==> config.mk <==
export PLATFORM = sky130hd
export DESIGN_NAME = prs_top
export DESIGN_NICKNAME = d
export VERILOG_FILES = /design/src/rtl/prs_pkg.sv /design/src/rtl/prs_div.sv /design/src/rtl/prs_irq.sv /design/src/rtl/prs_top.sv
export VERILOG_INCLUDE_DIRS = /design/src /design/src/rtl
export SDC_FILE = /design/constraint.sdc
export NUM_CORES = 2
export LEC_CHECK = 0
export BUFFER_PORTS_ARGS = -buffer_cell sky130_fd_sc_hd__buf_2
export CAP_MARGIN = 40
export CORE_MARGIN = 4
export CORE_UTILIZATION = 67
export CTS_BUF_LIST = sky130_fd_sc_hd__clkbuf_4
export DETAILED_ROUTE_END_ITERATION = 7
export PLACE_DENSITY = 0.84
export SYNTH_ARGS = -nofsm -noshare
export SYNTH_HDL_FRONTEND = slang
export SYNTH_SLANG_ARGS = --single-unit
==> constraint.sdc <==
create_clock -name core_clk -period 20.3 [get_ports core_clk]
set_input_delay 1.015 -clock core_clk [delete_from_list [all_inputs] [get_ports core_clk]]
set_output_delay 1.015 -clock core_clk [all_outputs]
set_load 0.005 [all_outputs]
==> src/rtl/prs_cfg.svh <==
`ifndef PRS_CFG_SVH
`define PRS_CFG_SVH
// register byte offsets
`define PRS_ADDR_CTRL   6'h00
`define PRS_ADDR_NUMER  6'h04
`define PRS_ADDR_DENOM  6'h08
`define PRS_ADDR_REF    6'h0c
`define PRS_ADDR_ACT    6'h10
`define PRS_ADDR_MEND   6'h14
`define PRS_ADDR_UPLIM  6'h18
`define PRS_ADDR_LOLIM  6'h1c
`define PRS_ADDR_TGT    6'h20
`define PRS_ADDR_STEPS  6'h24
`define PRS_ADDR_STAT   6'h28
`define PRS_ADDR_MASK   6'h2c
// control bits
`define PRS_CTRL_DIR     0
`define PRS_CTRL_RESTORE 1
// event bits of status and mask
`define PRS_EV_MEND_REJ  0
`define PRS_EV_TGT_REJ   1
`define PRS_EV_SCL_REJ   2
`define PRS_EV_LIM_REJ   3
`define PRS_EV_TGT_OK    4
`define PRS_EV_W         5
// scaling and range
`define PRS_SCALE_DEF   14'h0190
`define PRS_SCALE_MIN   32'h00000001
`define PRS_SCALE_MAX   32'h00002710
`define PRS_STEPS_ROT   32'sh00000190
`define PRS_MARGIN_ROT  32'sh00000003
`define PRS_LOW_ROT     32'sh000000fd
`define PRS_MEAS_ROT    32'sh00000100
`define PRS_OFF_DEF     32'sh00000000
`define PRS_ROUND_TOL   32'sh00000001
`define PRS_MARGIN_STEPS (`PRS_STEPS_ROT * `PRS_MARGIN_ROT)
`define PRS_SPAN_STEPS   (`PRS_STEPS_ROT * `PRS_LOW_ROT)
`define PRS_MEND_DEF     (`PRS_STEPS_ROT * `PRS_MEAS_ROT)
`define PRS_BE_FULL     4'hf
`endif

==> src/rtl/prs_pkg.sv <==
// Purpose: types shared by the position range scaling block
// Assumes: constants come from prs_cfg.svh
// Notes:   gray codes along idle, run, done
package prs_pkg;
  typedef enum logic [1:0]
  {
    prs_st_idle = 2'h0,
    prs_st_run  = 2'h1,
    prs_st_done = 2'h3
  } prs_state_t;

  typedef enum logic [3:0]
  {
    prs_op_rd     = 4'h0,
    prs_op_off    = 4'h1,
    prs_op_setact = 4'h2,
    prs_op_me1    = 4'h3,
    prs_op_me2    = 4'h4,
    prs_op_up     = 4'h5,
    prs_op_lo     = 4'h6,
    prs_op_tgt    = 4'h7,
    prs_op_sc1    = 4'h8,
    prs_op_sc2    = 4'h9,
    prs_op_sc3    = 4'ha
  } prs_op_t;
endpackage

==> src/rtl/prs_div.sv <==
// Purpose: round(x * mul / den), nearest, halves away from zero
// Assumes: den is never zero; start only while idle
// Notes:   one quotient bit per cycle, XW+MW+1 cycles
`timescale 1ns/100ps
module prs_div
#(
  parameter int XW = 32,
  parameter int MW = 14
)(
  input  wire logic                 core_clk,
  input  wire logic                 nrst,
  input  wire logic                 start,
  input  wire logic signed [XW-1:0] x,
  input  wire logic        [MW-1:0] mul,
  input  wire logic        [MW-1:0] den,
  output logic                      done_q,
  output logic signed [XW+MW:0]     quot_q
);
  localparam int PW = XW + MW + 1;
  localparam int CW = $clog2(PW + 1);

  logic        [PW-1:0] num_q, num_d;
  logic        [MW-1:0] rem_q, rem_d;
  logic        [MW-1:0] den_q, den_d;
  logic                 neg_q, neg_d;
  logic                 run_q, run_d;
  logic        [CW-1:0] cnt_q, cnt_d;
  logic                 done_d;
  logic signed [PW-1:0] quot_d;
  logic signed [PW-1:0] prod;
  logic        [MW:0]   trial;

  always_comb
  begin
    num_d  = num_q;
    rem_d  = rem_q;
    den_d  = den_q;
    neg_d  = neg_q;
    run_d  = run_q;
    cnt_d  = cnt_q;
    done_d = 1'b0;
    quot_d = quot_q;
    prod   = PW'(x) * PW'($signed({1'b0, mul}));
    trial  = {rem_q, num_q[PW-1]};
    if (start)
    begin
      // bias by half the divisor so truncation rounds to nearest
      num_d = (prod[PW-1] ? PW'(-prod) : PW'(prod)) + PW'(den >> 1);
      rem_d = '0;
      den_d = den;
      neg_d = prod[PW-1];
      run_d = 1'b1;
      cnt_d = CW'(PW);
    end
    else if (run_q)
    begin
      if (trial >= {1'b0, den_q})
      begin
        rem_d = MW'(trial - {1'b0, den_q});
        num_d = {num_q[PW-2:0], 1'b1};
      end
      else
      begin
        rem_d = trial[MW-1:0];
        num_d = {num_q[PW-2:0], 1'b0};
      end
      cnt_d = cnt_q - 1'b1;
      if (cnt_q == CW'(1))
      begin
        run_d  = 1'b0;
        done_d = 1'b1;
        quot_d = neg_q ? -$signed(num_d) : $signed(num_d);
      end
    end
  end

  always_ff @(posedge core_clk or negedge nrst)
  begin
    if (!nrst)
    begin
      num_q  <= '0;
      rem_q  <= '0;
      den_q  <= '0;
      neg_q  <= 1'b0;
      run_q  <= 1'b0;
      cnt_q  <= '0;
      done_q <= 1'b0;
      quot_q <= '0;
    end
    else
    begin
      num_q  <= num_d;
      rem_q  <= rem_d;
      den_q  <= den_d;
      neg_q  <= neg_d;
      run_q  <= run_d;
      cnt_q  <= cnt_d;
      done_q <= done_d;
      quot_q <= quot_d;
    end
  end
endmodule

==> src/rtl/prs_irq.sv <==
// Purpose: sticky event status, mask and level interrupt
// Assumes: events are one-cycle pulses
// Notes:   write one to clear; a new event wins over its clear
`timescale 1ns/100ps
module prs_irq
#(
  parameter int W = 5
)(
  input  wire logic         core_clk,
  input  wire logic         nrst,
  input  wire logic [W-1:0] ev,
  input  wire logic         clr_we,
  input  wire logic         mask_we,
  input  wire logic [W-1:0] wdata,
  output logic      [W-1:0] stat_q,
  output logic      [W-1:0] mask_q,
  output logic              irq_q
);
  logic [W-1:0] stat_d, mask_d;
  logic         irq_d;

  always_comb
  begin
    stat_d = (stat_q & ~(clr_we ? wdata : '0)) | ev;
    mask_d = mask_we ? wdata : mask_q;
    irq_d  = |(stat_d & mask_d);
  end

  always_ff @(posedge core_clk or negedge nrst)
  begin
    if (!nrst)
    begin
      stat_q <= '0;
      mask_q <= '0;
      irq_q  <= 1'b0;
    end
    else
    begin
      stat_q <= stat_d;
      mask_q <= mask_d;
      irq_q  <= irq_d;
    end
  end
endmodule

==> src/rtl/prs_top.sv <==
// Purpose: position scaling, referencing and range placement
// Assumes: enc_steps is on core_clk, 400 steps per shaft rotation
// Notes:   positions stored in encoder steps; user units made on access
//
// Design decisions made here: the register offsets and the Avalon-MM interface to the registers.
`timescale 1ns/100ps
`include "prs_cfg.svh"
module prs_top
  import prs_pkg::*;
#(
  parameter int PW = 32,
  parameter int SW = 14
)(
  input  wire logic                 core_clk,
  input  wire logic                 nrst,
  input  wire logic [5:0]           avs_address,
  input  wire logic                 avs_read,
  input  wire logic                 avs_write,
  input  wire logic [31:0]          avs_writedata,
  input  wire logic [3:0]           avs_byteenable,
  output logic      [31:0]          avs_readdata,
  output logic                      avs_waitrequest,
  input  wire logic signed [PW-1:0] enc_steps,
  output logic signed [PW-1:0]      tgt_steps,
  output logic                      tgt_go,
  output logic                      irq
);
  localparam logic signed [PW-1:0] MARGIN = PW'(`PRS_MARGIN_STEPS);
  localparam logic signed [PW-1:0] SPAN   = PW'(`PRS_SPAN_STEPS);
  localparam logic signed [PW-1:0] MEND0  = PW'(`PRS_MEND_DEF);
  localparam logic signed [PW-1:0] STEPS  = PW'(`PRS_STEPS_ROT);
  localparam logic signed [PW-1:0] OFF0   = PW'(`PRS_OFF_DEF);
  localparam logic signed [PW-1:0] TOL    = PW'(`PRS_ROUND_TOL);

  // ----------------------------------------------------------------
  // state
  // ----------------------------------------------------------------
  prs_state_t              st_q, st_d;
  prs_op_t                 op_q, op_d;
  logic        [31:0]      rdata_q, rdata_d;
  logic                    wait_q, wait_d;
  logic signed [PW-1:0]    wdat_q, wdat_d;
  logic                    dir_q, dir_d;
  logic        [SW-1:0]    numer_q, numer_d, denom_q, denom_d;
  logic signed [PW-1:0]    off_q, off_d, me_q, me_d, lo_q, lo_d, hi_q, hi_d;
  logic signed [PW-1:0]    tgt_q, tgt_d, act_q, act_d;
  logic signed [PW-1:0]    qs_q, qs_d, qb_q, qb_d, spr_q, spr_d;
  logic                    go_q, go_d;
  logic                    div_start, div_done;
  logic signed [PW-1:0]    div_x, q, rel, a_pos;
  logic        [SW-1:0]    div_m, div_n;
  logic signed [PW+SW:0]   div_q;
  logic [`PRS_EV_W-1:0]    ev, stat, mask;
  logic                    clr_we, mask_we, restore_now, me_ok;

  function automatic logic scale_ok(input logic [31:0] v);
    scale_ok = (v >= `PRS_SCALE_MIN) && (v <= `PRS_SCALE_MAX);
  endfunction

  function automatic logic in_rng(input logic signed [PW-1:0] v, lo, hi);
    in_rng = (v >= lo) && (v <= hi);
  endfunction

  assign a_pos = dir_q ? -enc_steps : enc_steps;
  assign q     = div_q[PW-1:0];
  assign rel   = q - off_q;

  // ----------------------------------------------------------------
  // bus and sequencing
  // ----------------------------------------------------------------
  always_comb
  begin
    st_d = st_q;  op_d = op_q;  rdata_d = rdata_q;  wdat_d = wdat_q;
    dir_d = dir_q;  numer_d = numer_q;  denom_d = denom_q;
    off_d = off_q;  me_d = me_q;  lo_d = lo_q;  hi_d = hi_q;
    tgt_d = tgt_q;  act_d = act_q;  qs_d = qs_q;  qb_d = qb_q;  spr_d = spr_q;
    go_d = 1'b0;  div_start = 1'b0;  div_x = '0;
    // user values always derive from the current factors
    div_m = denom_q;  div_n = numer_q;
    ev = '0;  clr_we = 1'b0;  mask_we = 1'b0;  restore_now = 1'b0;  me_ok = 1'b0;
    case (st_q)
      prs_st_idle:
      begin
        if (avs_read || avs_write)
        begin
          st_d   = prs_st_done;
          wdat_d = $signed(avs_writedata);
          if (avs_read)
          begin
            rdata_d = '0;
            case (avs_address)
              `PRS_ADDR_CTRL:  rdata_d[`PRS_CTRL_DIR] = dir_q;
              `PRS_ADDR_NUMER: rdata_d = 32'(numer_q);
              `PRS_ADDR_DENOM: rdata_d = 32'(denom_q);
              `PRS_ADDR_STEPS: rdata_d = 32'(spr_q);
              `PRS_ADDR_STAT:  rdata_d = 32'(stat);
              `PRS_ADDR_MASK:  rdata_d = 32'(mask);
              `PRS_ADDR_REF, `PRS_ADDR_ACT, `PRS_ADDR_MEND,
              `PRS_ADDR_UPLIM, `PRS_ADDR_LOLIM, `PRS_ADDR_TGT:
              begin
                st_d = prs_st_run;
                op_d = prs_op_rd;
                div_start = 1'b1;
                // one offset shifts every value alike
                case (avs_address)
                  `PRS_ADDR_REF:   div_x = off_q;
                  `PRS_ADDR_ACT:   div_x = a_pos + off_q;
                  `PRS_ADDR_MEND:  div_x = me_q + off_q;
                  `PRS_ADDR_UPLIM: div_x = hi_q + off_q;
                  `PRS_ADDR_LOLIM: div_x = lo_q + off_q;
                  default:         div_x = tgt_q + off_q;
                endcase
              end
              default: ;
            endcase
          end
          else if (avs_byteenable == `PRS_BE_FULL)
          begin
            div_m = numer_q;
            div_n = denom_q;
            div_x = $signed(avs_writedata);
            case (avs_address)
              `PRS_ADDR_CTRL:
              begin
                // a new direction drops the placement back to its defaults
                if (avs_writedata[`PRS_CTRL_DIR] != dir_q)
                begin
                  dir_d = avs_writedata[`PRS_CTRL_DIR];
                  off_d = OFF0;  me_d = MEND0;  lo_d = MEND0 - SPAN;  hi_d = MEND0 - MARGIN;
                end
                if (avs_writedata[`PRS_CTRL_RESTORE])
                begin
                  restore_now = 1'b1;
                  dir_d = 1'b0;  numer_d = `PRS_SCALE_DEF;  denom_d = `PRS_SCALE_DEF;
                  off_d = OFF0;  me_d = MEND0;  lo_d = MEND0 - SPAN;  hi_d = MEND0 - MARGIN;
                  qs_d = MARGIN;  qb_d = SPAN;  spr_d = STEPS;
                end
              end
              `PRS_ADDR_NUMER, `PRS_ADDR_DENOM:
              begin
                if (scale_ok(avs_writedata))
                begin
                  if (avs_address == `PRS_ADDR_NUMER)
                    numer_d = SW'(avs_writedata);
                  else
                    denom_d = SW'(avs_writedata);
                  st_d = prs_st_run;
                  op_d = prs_op_sc1;
                  div_start = 1'b1;
                  div_x = MARGIN;
                  div_m = denom_d;
                  div_n = numer_d;
                end
                else
                  ev[`PRS_EV_SCL_REJ] = 1'b1;
              end
              `PRS_ADDR_REF, `PRS_ADDR_ACT, `PRS_ADDR_UPLIM,
              `PRS_ADDR_LOLIM, `PRS_ADDR_TGT, `PRS_ADDR_MEND:
              begin
                st_d = prs_st_run;
                div_start = 1'b1;
                case (avs_address)
                  `PRS_ADDR_REF:   op_d = prs_op_off;
                  `PRS_ADDR_ACT:   op_d = prs_op_setact;
                  `PRS_ADDR_UPLIM: op_d = prs_op_up;
                  `PRS_ADDR_LOLIM: op_d = prs_op_lo;
                  `PRS_ADDR_TGT:   op_d = prs_op_tgt;
                  default:
                  begin
                    // first find the actual in user units
                    op_d = prs_op_me1;
                    div_x = a_pos + off_q;
                    div_m = denom_q;
                    div_n = numer_q;
                  end
                endcase
              end
              `PRS_ADDR_STAT: clr_we = 1'b1;
              `PRS_ADDR_MASK: mask_we = 1'b1;
              default: ;
            endcase
          end
        end
      end
      prs_st_run:
      begin
        if (div_done)
        begin
          st_d = prs_st_done;
          case (op_q)
            prs_op_rd: rdata_d = 32'(q);
            // offset written or derived from a desired actual
            prs_op_off:    off_d = q;
            prs_op_setact: off_d = q - a_pos;
            prs_op_me1:
            begin
              act_d = q;
              // acceptance window for the mapping end
              if (in_rng(wdat_q, q + qs_q, q + qb_q) &&
                  in_rng(q, wdat_q - qb_q - TOL, wdat_q - qs_q + TOL))
              begin
                st_d = prs_st_run;
                op_d = prs_op_me2;
                div_start = 1'b1;
                div_x = wdat_q;
                div_m = numer_q;
                div_n = denom_q;
              end
              else
                ev[`PRS_EV_MEND_REJ] = 1'b1;
            end
            prs_op_me2:
            begin
              me_ok = 1'b1;
              me_d = rel;
              lo_d = rel - SPAN;
              hi_d = rel - MARGIN;
            end
            prs_op_up:
            begin
              if (in_rng(rel, lo_q, me_q - MARGIN))
                hi_d = rel;
              else
                ev[`PRS_EV_LIM_REJ] = 1'b1;
            end
            prs_op_lo:
            begin
              if (in_rng(rel, me_q - SPAN, hi_q))
                lo_d = rel;
              else
                ev[`PRS_EV_LIM_REJ] = 1'b1;
            end
            prs_op_tgt:
            begin
              // targets in a safety margin are refused
              if (in_rng(rel, lo_q, hi_q))
              begin
                // the drive follows the target in encoder sense
                tgt_d = dir_q ? -rel : rel;
                go_d = 1'b1;
                ev[`PRS_EV_TGT_OK] = 1'b1;
              end
              else
                ev[`PRS_EV_TGT_REJ] = 1'b1;
            end
            prs_op_sc1, prs_op_sc2:
            begin
              // bounds rounded to nearest by the divider
              st_d = prs_st_run;
              div_start = 1'b1;
              if (op_q == prs_op_sc1)
              begin
                qs_d = q;
                op_d = prs_op_sc2;
                div_x = SPAN;
              end
              else
              begin
                qb_d = q;
                op_d = prs_op_sc3;
                div_x = STEPS;
              end
            end
            prs_op_sc3: spr_d = q;
            default: ;
          endcase
        end
      end
      prs_st_done: st_d = prs_st_idle;
      default:     st_d = prs_st_idle;
    endcase
    wait_d = (st_d != prs_st_done);
  end

  always_ff @(posedge core_clk or negedge nrst)
  begin
    if (!nrst)
    begin
      st_q <= prs_st_idle;  op_q <= prs_op_rd;  rdata_q <= '0;  wait_q <= 1'b1;
      wdat_q <= '0;  dir_q <= 1'b0;
      numer_q <= `PRS_SCALE_DEF;  denom_q <= `PRS_SCALE_DEF;
      off_q <= OFF0;  me_q <= MEND0;  lo_q <= MEND0 - SPAN;  hi_q <= MEND0 - MARGIN;
      tgt_q <= '0;  act_q <= '0;  qs_q <= MARGIN;  qb_q <= SPAN;  spr_q <= STEPS;
      go_q <= 1'b0;
    end
    else
    begin
      st_q <= st_d;  op_q <= op_d;  rdata_q <= rdata_d;  wait_q <= wait_d;
      wdat_q <= wdat_d;  dir_q <= dir_d;  numer_q <= numer_d;  denom_q <= denom_d;
      off_q <= off_d;  me_q <= me_d;  lo_q <= lo_d;  hi_q <= hi_d;
      tgt_q <= tgt_d;  act_q <= act_d;  qs_q <= qs_d;  qb_q <= qb_d;  spr_q <= spr_d;
      go_q <= go_d;
    end
  end

  assign avs_readdata    = rdata_q;
  assign avs_waitrequest = wait_q;
  assign tgt_steps       = tgt_q;
  assign tgt_go          = go_q;

  prs_div #(.XW(PW), .MW(SW)) u_div (
    .core_clk (core_clk),
    .nrst     (nrst),
    .start    (div_start),
    .x        (div_x),
    .mul      (div_m),
    .den      (div_n),
    .done_q   (div_done),
    .quot_q   (div_q)
  );

  prs_irq #(.W(`PRS_EV_W)) u_irq (
    .core_clk (core_clk),
    .nrst     (nrst),
    .ev       (ev),
    .clr_we   (clr_we),
    .mask_we  (mask_we),
    .wdata    (avs_writedata[`PRS_EV_W-1:0]),
    .stat_q   (stat),
    .mask_q   (mask),
    .irq_q    (irq)
  );

  // ----------------------------------------------------------------
  // checks
  // ----------------------------------------------------------------
  logic signed [47:0] e_spr, e_qs, e_qb, n48;
  assign n48   = 48'($signed({1'b0, numer_q}));
  assign e_spr = (48'(spr_q) * n48 - 48'(STEPS) * 48'($signed({1'b0, denom_q}))) <<< 1;
  assign e_qs  = (48'(qs_q) * n48 - 48'(MARGIN) * 48'($signed({1'b0, denom_q}))) <<< 1;
  assign e_qb  = (48'(qb_q) * n48 - 48'(SPAN) * 48'($signed({1'b0, denom_q}))) <<< 1;
endmodule

After elaboration in Yosys (flattened, before gate mapping)
Index checks and enable logic that the tools add are counted.

word-level totals
  logic and storage cells = 355
  output and inout port bits = 67
  register bits = 484
  input bits = 78

cells by class
  bitwise logic cells = 6
  reductions and logical operators = 34
  $mul = 1
  eq/ne operators = 53
  $add $sub $neg = 24
  order comparisons = 11
  mux-type cells = 198

operators with widths
  operator                  count
  $mux W32                  69
  $pmux W32 S2              14
  $mux W14                  24
  $mux W47                  5
  $add A32 B32 Y32          7
  $pmux W14 S2              6
  $pmux W32 S5              1
  $pmux W31 S5              1
  $ge A32 B32 Y1            4
  $le A32 B32 Y1            4
  $sub A32 B32 Y32          4
  $neg A32 Y32              3
  $sub A32 B12 Y32 const B  2
  $sub A32 B18 Y32 const B  2
  $add A47 B13 Y47          1
  $mul A32 B15 Y47          1
  $neg A47 Y47              1
  $reduce_and A9 Y1         5
  $mux W1                   42
  $add A32 B2 Y32 const B   1
  $ge A32 B1 Y1 const B     1
  $le A32 B14 Y1 const B    1
  $sub A32 B2 Y32 const B   1
  $mux W4                   7
  49 further kinds          120

Logic depth before layout (Yosys ltp)
  depth in word-level cells = 14
  depth in mapped cells = 80
  mapped depth without buffers = 73

Hierarchy
Synthesis repeated with hierarchy kept, for this count alone.

second synthesis, totals
  cell total of the unflattened synthesis = 8182
  area total of the unflattened synthesis = 66875.4 um^2

by module, submodules not included
  module   area an instance (um^2)  instances  cells an instance  seq. area each (um^2)
  prs_top  40019.6                  1          5075               8977.4
  prs_div  26442.9                  1          3078               3278.1
  prs_irq  412.9                    1          29                 275.3

Least setup slack after synthesis
Ideal clock, no wire load.

  path type = reg2reg
  start = reg u_div.quot_q[1]
  end = reg u_div.num_q[43]
  clock period less this slack = 17638 ps
  path buffers = 9
  slack = 2662 ps
  stages on the path, launching flop included = 74
  arrival = 17518 ps
  required time = 20180 ps
  library setup time = 120 ps
  path through = dfrtp_1 > inv_1 > fa_1 > nor2b_1 > o21ai_0 > a21boi_0 > o21a_1 > nor2_1 > o21ai_0 > a41oi_1 > a2111oi_0 > nor2_1 > a211o_1 > o211a_1 > a211oi_1 > a311oi_1 > o311a_1 > a211oi_1 > [38 not listed] > buf_1 > nor2_1 > xor2_1 > ha_1 > a21oi_1 > o21ai_0 > a21oi_1 > o21ai_0 > a21oi_1 > nand2b_1 > a21oi_1 > o41a_1 > a31oi_1 > nor3_1 > o21ai_2 > nor4_4 > a21o_1 > a31o_1

between the ends
  cells in the longest elaborated chain, start to end = 13
  elaborated cells on any way between the ends = 31
  classes of those cells = 4 x add/sub; 1 x mul; 4 x order compare; 18 x mux; 4 x reduce/logical

ends and longest elaborated chain
  item                                              line            RTL
  from (decl)                                       prs_div.sv:17   output logic signed [XW+MW:0] quot_q
  from (signal assigned)                            prs_div.sv:99   quot_q <= quot_d;
  $add A32 B32 Y32                                  prs_top.sv:199  if (in_rng(wdat_q, q + qs_q, q + qb_q) &&
  $ge A32 B32 Y1 or $le A32 B32 Y1 (tied branches)  prs_top.sv:61   in_rng = (v >= lo) && (v <= hi);
  $logic_and A1 B1 Y1                               prs_top.sv:61
  $logic_and A1 B1 Y1 (*)                           prs_top.sv:199
  $mux W32 or $mux W14 (tied branches)              prs_top.sv:199
  $pmux W32 S2 or $mux W14 (tied branches)          prs_top.sv:190  case (op_q)
  $mux W32 or $mux W14 (tied branches)              prs_top.sv:187  if (div_done)
  $pmux W32 S2 or $pmux W14 S2 (tied branches)      prs_top.sv:81   case (st_q)
  $mul A32 B15 Y47                                  prs_div.sv:43   prod = PW'(x) * PW'($signed({1'b0, mul}));
  $neg A47 Y47                                      prs_div.sv:48   num_d = (prod[PW-1] ? PW'(-prod) : PW'(prod)) + PW'(den >> 1);
  $mux W47                                          prs_div.sv:48
  $add A47 B13 Y47                                  prs_div.sv:48
  $mux W47                                          prs_div.sv:45   if (start)
  to (signal assigned)                              prs_div.sv:92   num_q <= num_d;
  to (decl)                                         prs_div.sv:22   logic [PW-1:0] num_q, num_d;

Mark *: on every way between the ends. The rest lies on a longest branch, timed or not.
A chain may end at the register's enable or synchronous reset.

Final worst setup path
  start = reg u_div.quot_q[1]
  end = reg u_div.num_q[42]

The elaborated chain is that of the path after synthesis.

==> flow_metrics.env <==
export IMPL_io_buffers=144
export IMPL_synth_seq_cells=484
export IMPL_rsz0062_at_grt="false"
export IMPL_end_kind="flop"
export IMPL_viasPerCell=6.59
export IMPL_clock_skew_ns=0.0852
export IMPL_fp_dieH_um=318
export IMPL_boundaryPins=145
export IMPL_tightest_slew_ns=1.02
export IMPL_ys_top_cells_by_area="dfrtp_1 (17%), ha_1 (13%), fa_1 (13%)"
export IMPL_place_inst=9234
export IMPL_final_max_slew_viol_count=0
export IMPL_min_path_type="in2reg"
export IMPL_drc=0
export IMPL_netlist_area_um2=64300
export IMPL_cts_root_buf="clkbuf_4"
export IMPL_synthDistinctLibCells=118
export IMPL_firstDrtPassIters=8
export IMPL_place_gp_congestion=1.06
export IMPL_cpMostUsedCell="fa_1"
export IMPL_r2r_slack_ns=1.10
export IMPL_cts_tree="yes"
export IMPL_crit_slowest_cell="or4_4"
export IMPL_synth_commonest_cells="nand2_1 (1068), inv_1 (827), ha_1 (675)"
export IMPL_drt_iter0_drc=6590
export IMPL_grt_overflow_total=0
export IMPL_grt_pass1_vias=62200
export IMPL_num_rows=113
export IMPL_yosys_cell_count_top_type="nand2_1"
export IMPL_synth_top_cell_by_area="dfrtp_1"
export IMPL_cp_endpoint="u_div.num_q[42]$_DFFE_PN0P_"
export IMPL_hpwl_um=177000
export IMPL_numCtsBuffers=141
export IMPL_start_util=0.676
export IMPL_final_cells=9506
export IMPL_p_leak_nw=32.2
export IMPL_antenna_found_initial=18
export IMPL_powerDensity_nw_per_um2=161
export IMPL_crit_path_start_kind="flop"
export IMPL_post_route_period_util=0.946
export IMPL_syn_to_final_growth_pct=6.86
export IMPL_final_hold_viol_count=0
export IMPL_vias=62600
export IMPL_crit_arrival_ns=20.19
export IMPL_ant_nets=0
export IMPL_status="completed"
export IMPL_cpPeakStageDelay_ns=0.74
export IMPL_setup_viol=0
export IMPL_crit_path_start="u_div.quot_q[1]$_DFFE_PN0P_"
export IMPL_grt_pass1_wl_um=353000
export IMPL_worst_setup_path_type="reg2reg"
export IMPL_whs_path_depth=3
export IMPL_r2r_start="u_div.quot_q[1]$_DFFE_PN0P_"
export IMPL_numClockSinks=484
export IMPL_required_ns=21.29
export IMPL_die_area_um2=101000
export IMPL_htreeDepth=4
export IMPL_async_flop_share=1.00
export IMPL_die_w_um=318
export IMPL_min_period_ns=19.20
export IMPL_wl_per_cell_um=24.0
export IMPL_synth_fp_nets=9183
export IMPL_cp_max_fo=24
export IMPL_yosysTopAreaCellShare=0.175
export IMPL_totalWireLength_um=228000
export IMPL_synth_edf_count=0
export IMPL_min_from="avs_writedata[27]"
export IMPL_tns_ns=0
export IMPL_irDropWorstVdd_v=0.000151
export IMPL_ys_warn_count=0
export IMPL_grt_total_usage=0.445
export IMPL_r2r_end="u_div.num_q[42]$_DFFE_PN0P_"
export IMPL_ys_flop_type="dfrtp_1"
export IMPL_fillers=7701
export IMPL_ctsLongestPathBuffers=3
export IMPL_rr_worst_depth=70
export IMPL_grt_max_degree=94
export IMPL_syn_inst=8010
export IMPL_yosysSeqAreaShare=0.189
export IMPL_synth_avg_cell_area_um2=8.02
export IMPL_clkLatencyLatePin_ns=1.14
export IMPL_drive_gt1_frac=0.0911
export IMPL_max_freq_mhz=52.1
export IMPL_maxCapViolCount=0
export IMPL_core_area_um2=95000
export IMPL_final_nets=9291
export IMPL_slew_headroom=0.319
export IMPL_clkTransAtPathRegs_ns=0.08
## area by class of cell
cell class / count / area, µm² / share of cell area
clock buffer: 199 / 1490 / 0.0218
sequential: 484 / 12200 / 0.177
timing repair buffer: 313 / 2150 / 0.0313
clock inverter: 51 / 262 / 0.00381
multi-input combinational: 6348 / 47900 / 0.697
inverter: 830 / 3120 / 0.0454
antenna: 16 / 40.0 / 0.000583
tap: 1265 / 1580 / 0.0230
## power by group
group / internal, mW / switching (mW)
clock: 0.468 / 0.491
combinational: 3.30 / 4.91
sequential: 1.30 / 0.580
## how the worst min path moves through the flow
stage | end | slack (ns)
3_5_place_dp | spr_q[17]$_DFFE_PN0P_ | 0.48
2_1_floorplan | spr_q[14]$_DFFE_PN0P_ | 0.45
4_1_cts | wdat_q[27]$_DFFE_PN0P_ | 0.14
3_3_place_gp | spr_q[20]$_DFFE_PN0P_ | 0.46
5_1_grt | wdat_q[21]$_DFFE_PN0P_ | 0.20
6_report | wdat_q[27]$_DFFE_PN0P_ | 0.19
## critical path: cells and delay by family (launching register included)
family / cells / cell delay, ns
mux: 2 / 0.52
flops: 1 / 0.57
compound gates: 27 / 7.01
fa+ha+maj: 10 / 4.51
buf+inv: 9 / 1.34
xor+xnor: 1 / 0.15
simple gates: 21 / 4.91
## per-layer routing
layer	wire, µm	GRT usage	vias to the layer above	share of wire
met5	100	0	-	0.00044
met4	17000	0.269	14	0.074
met3	28000	0.140	1019	0.12
met2	99100	0.685	3690	0.43
met1	84000	0.548	29800	0.37
li1	-	-	28100	-
## what timing repair did
| action | in CTS | in global routing |
|---|---|---|
| resized for setup | 0 | 5 |
| endpoints found under the hold margin | 62 | 0 |
| buffers inserted | 0 | 2 |
| hold buffers | 1 | 0 |
| setup endpoints to repair | 0 | 32 |
## registers in the layout (all words and copies together), names as in the netlist, 32 cells and up
name and flops:
avs_readdata 32, hi_q 32, lo_q 32, me_q 32, off_q 32, qb_q 32, qs_q 32, spr_q 32
tgt_steps 32, u_div.num_q 47, u_div.quot_q 32, wdat_q 32
## cell usage in the layout (no fill, tap or decap), drive strengths merged, types with 50 or more instances in the layout
cell	netlist	layout
nand2	1070	1070
inv	827	833
ha	675	675
nor2	637	637
a21oi	518	518
o21ai	464	464
dfrtp	449	449
fa	420	420
buf	48	311
xnor2	308	308
xor2	217	217
clkbuf	300	199
nor3	182	182
nand3	147	147
a21o	138	138
a22oi	107	107
and2	107	107
nand2b	96	96
o31ai	90	90
a31oi	73	73
or3	73	73
nor2b	72	72
nand4	68	68
a211oi	63	63
mux2i	56	56
o21a	55	55
nor4	53	53
and3	50	50
## logic make-up (layout without fill, tap and decap cells)
logic type / Yosys count / count (layout) / share of synthesized area
flops: 484 / 484 / 0.189
xor+xnor: 525 / 525 / 0.0716
simple gates: 2675 / 2675 / 0.193
other cells: 0 / 16 / 0
mux: 99 / 99 / 0.0164
compound gates: 1954 / 1954 / 0.199
buf+inv: 1178 / 1393 / 0.0691
fa+ha+maj: 1095 / 1095 / 0.262
## through the flow
| stage | util | setup WS, ns | total power [mW] | instance area (µm²) | hold WS (ns) |
|---|---|---|---|---|---|
| after floorplan | - | 2.66 | 7.45 | 64300 | 0.450 |
| after global placement | 0.700 | 1.43 | 9.49 | 66500 | 0.463 |
| after detailed placement | 0.703 | 0.839 | 9.79 | 66800 | 0.475 |
| after CTS | 0.722 | 0.731 | 10.8 | 68600 | 0.143 |
| after global routing | 0.723 | 0.0614 | 12.0 | 68600 | 0.196 |
| final | 0.723 | 1.10 | 11.0 | 68700 | 0.190 |
Note: power is estimated with default switching activity, not from simulation.
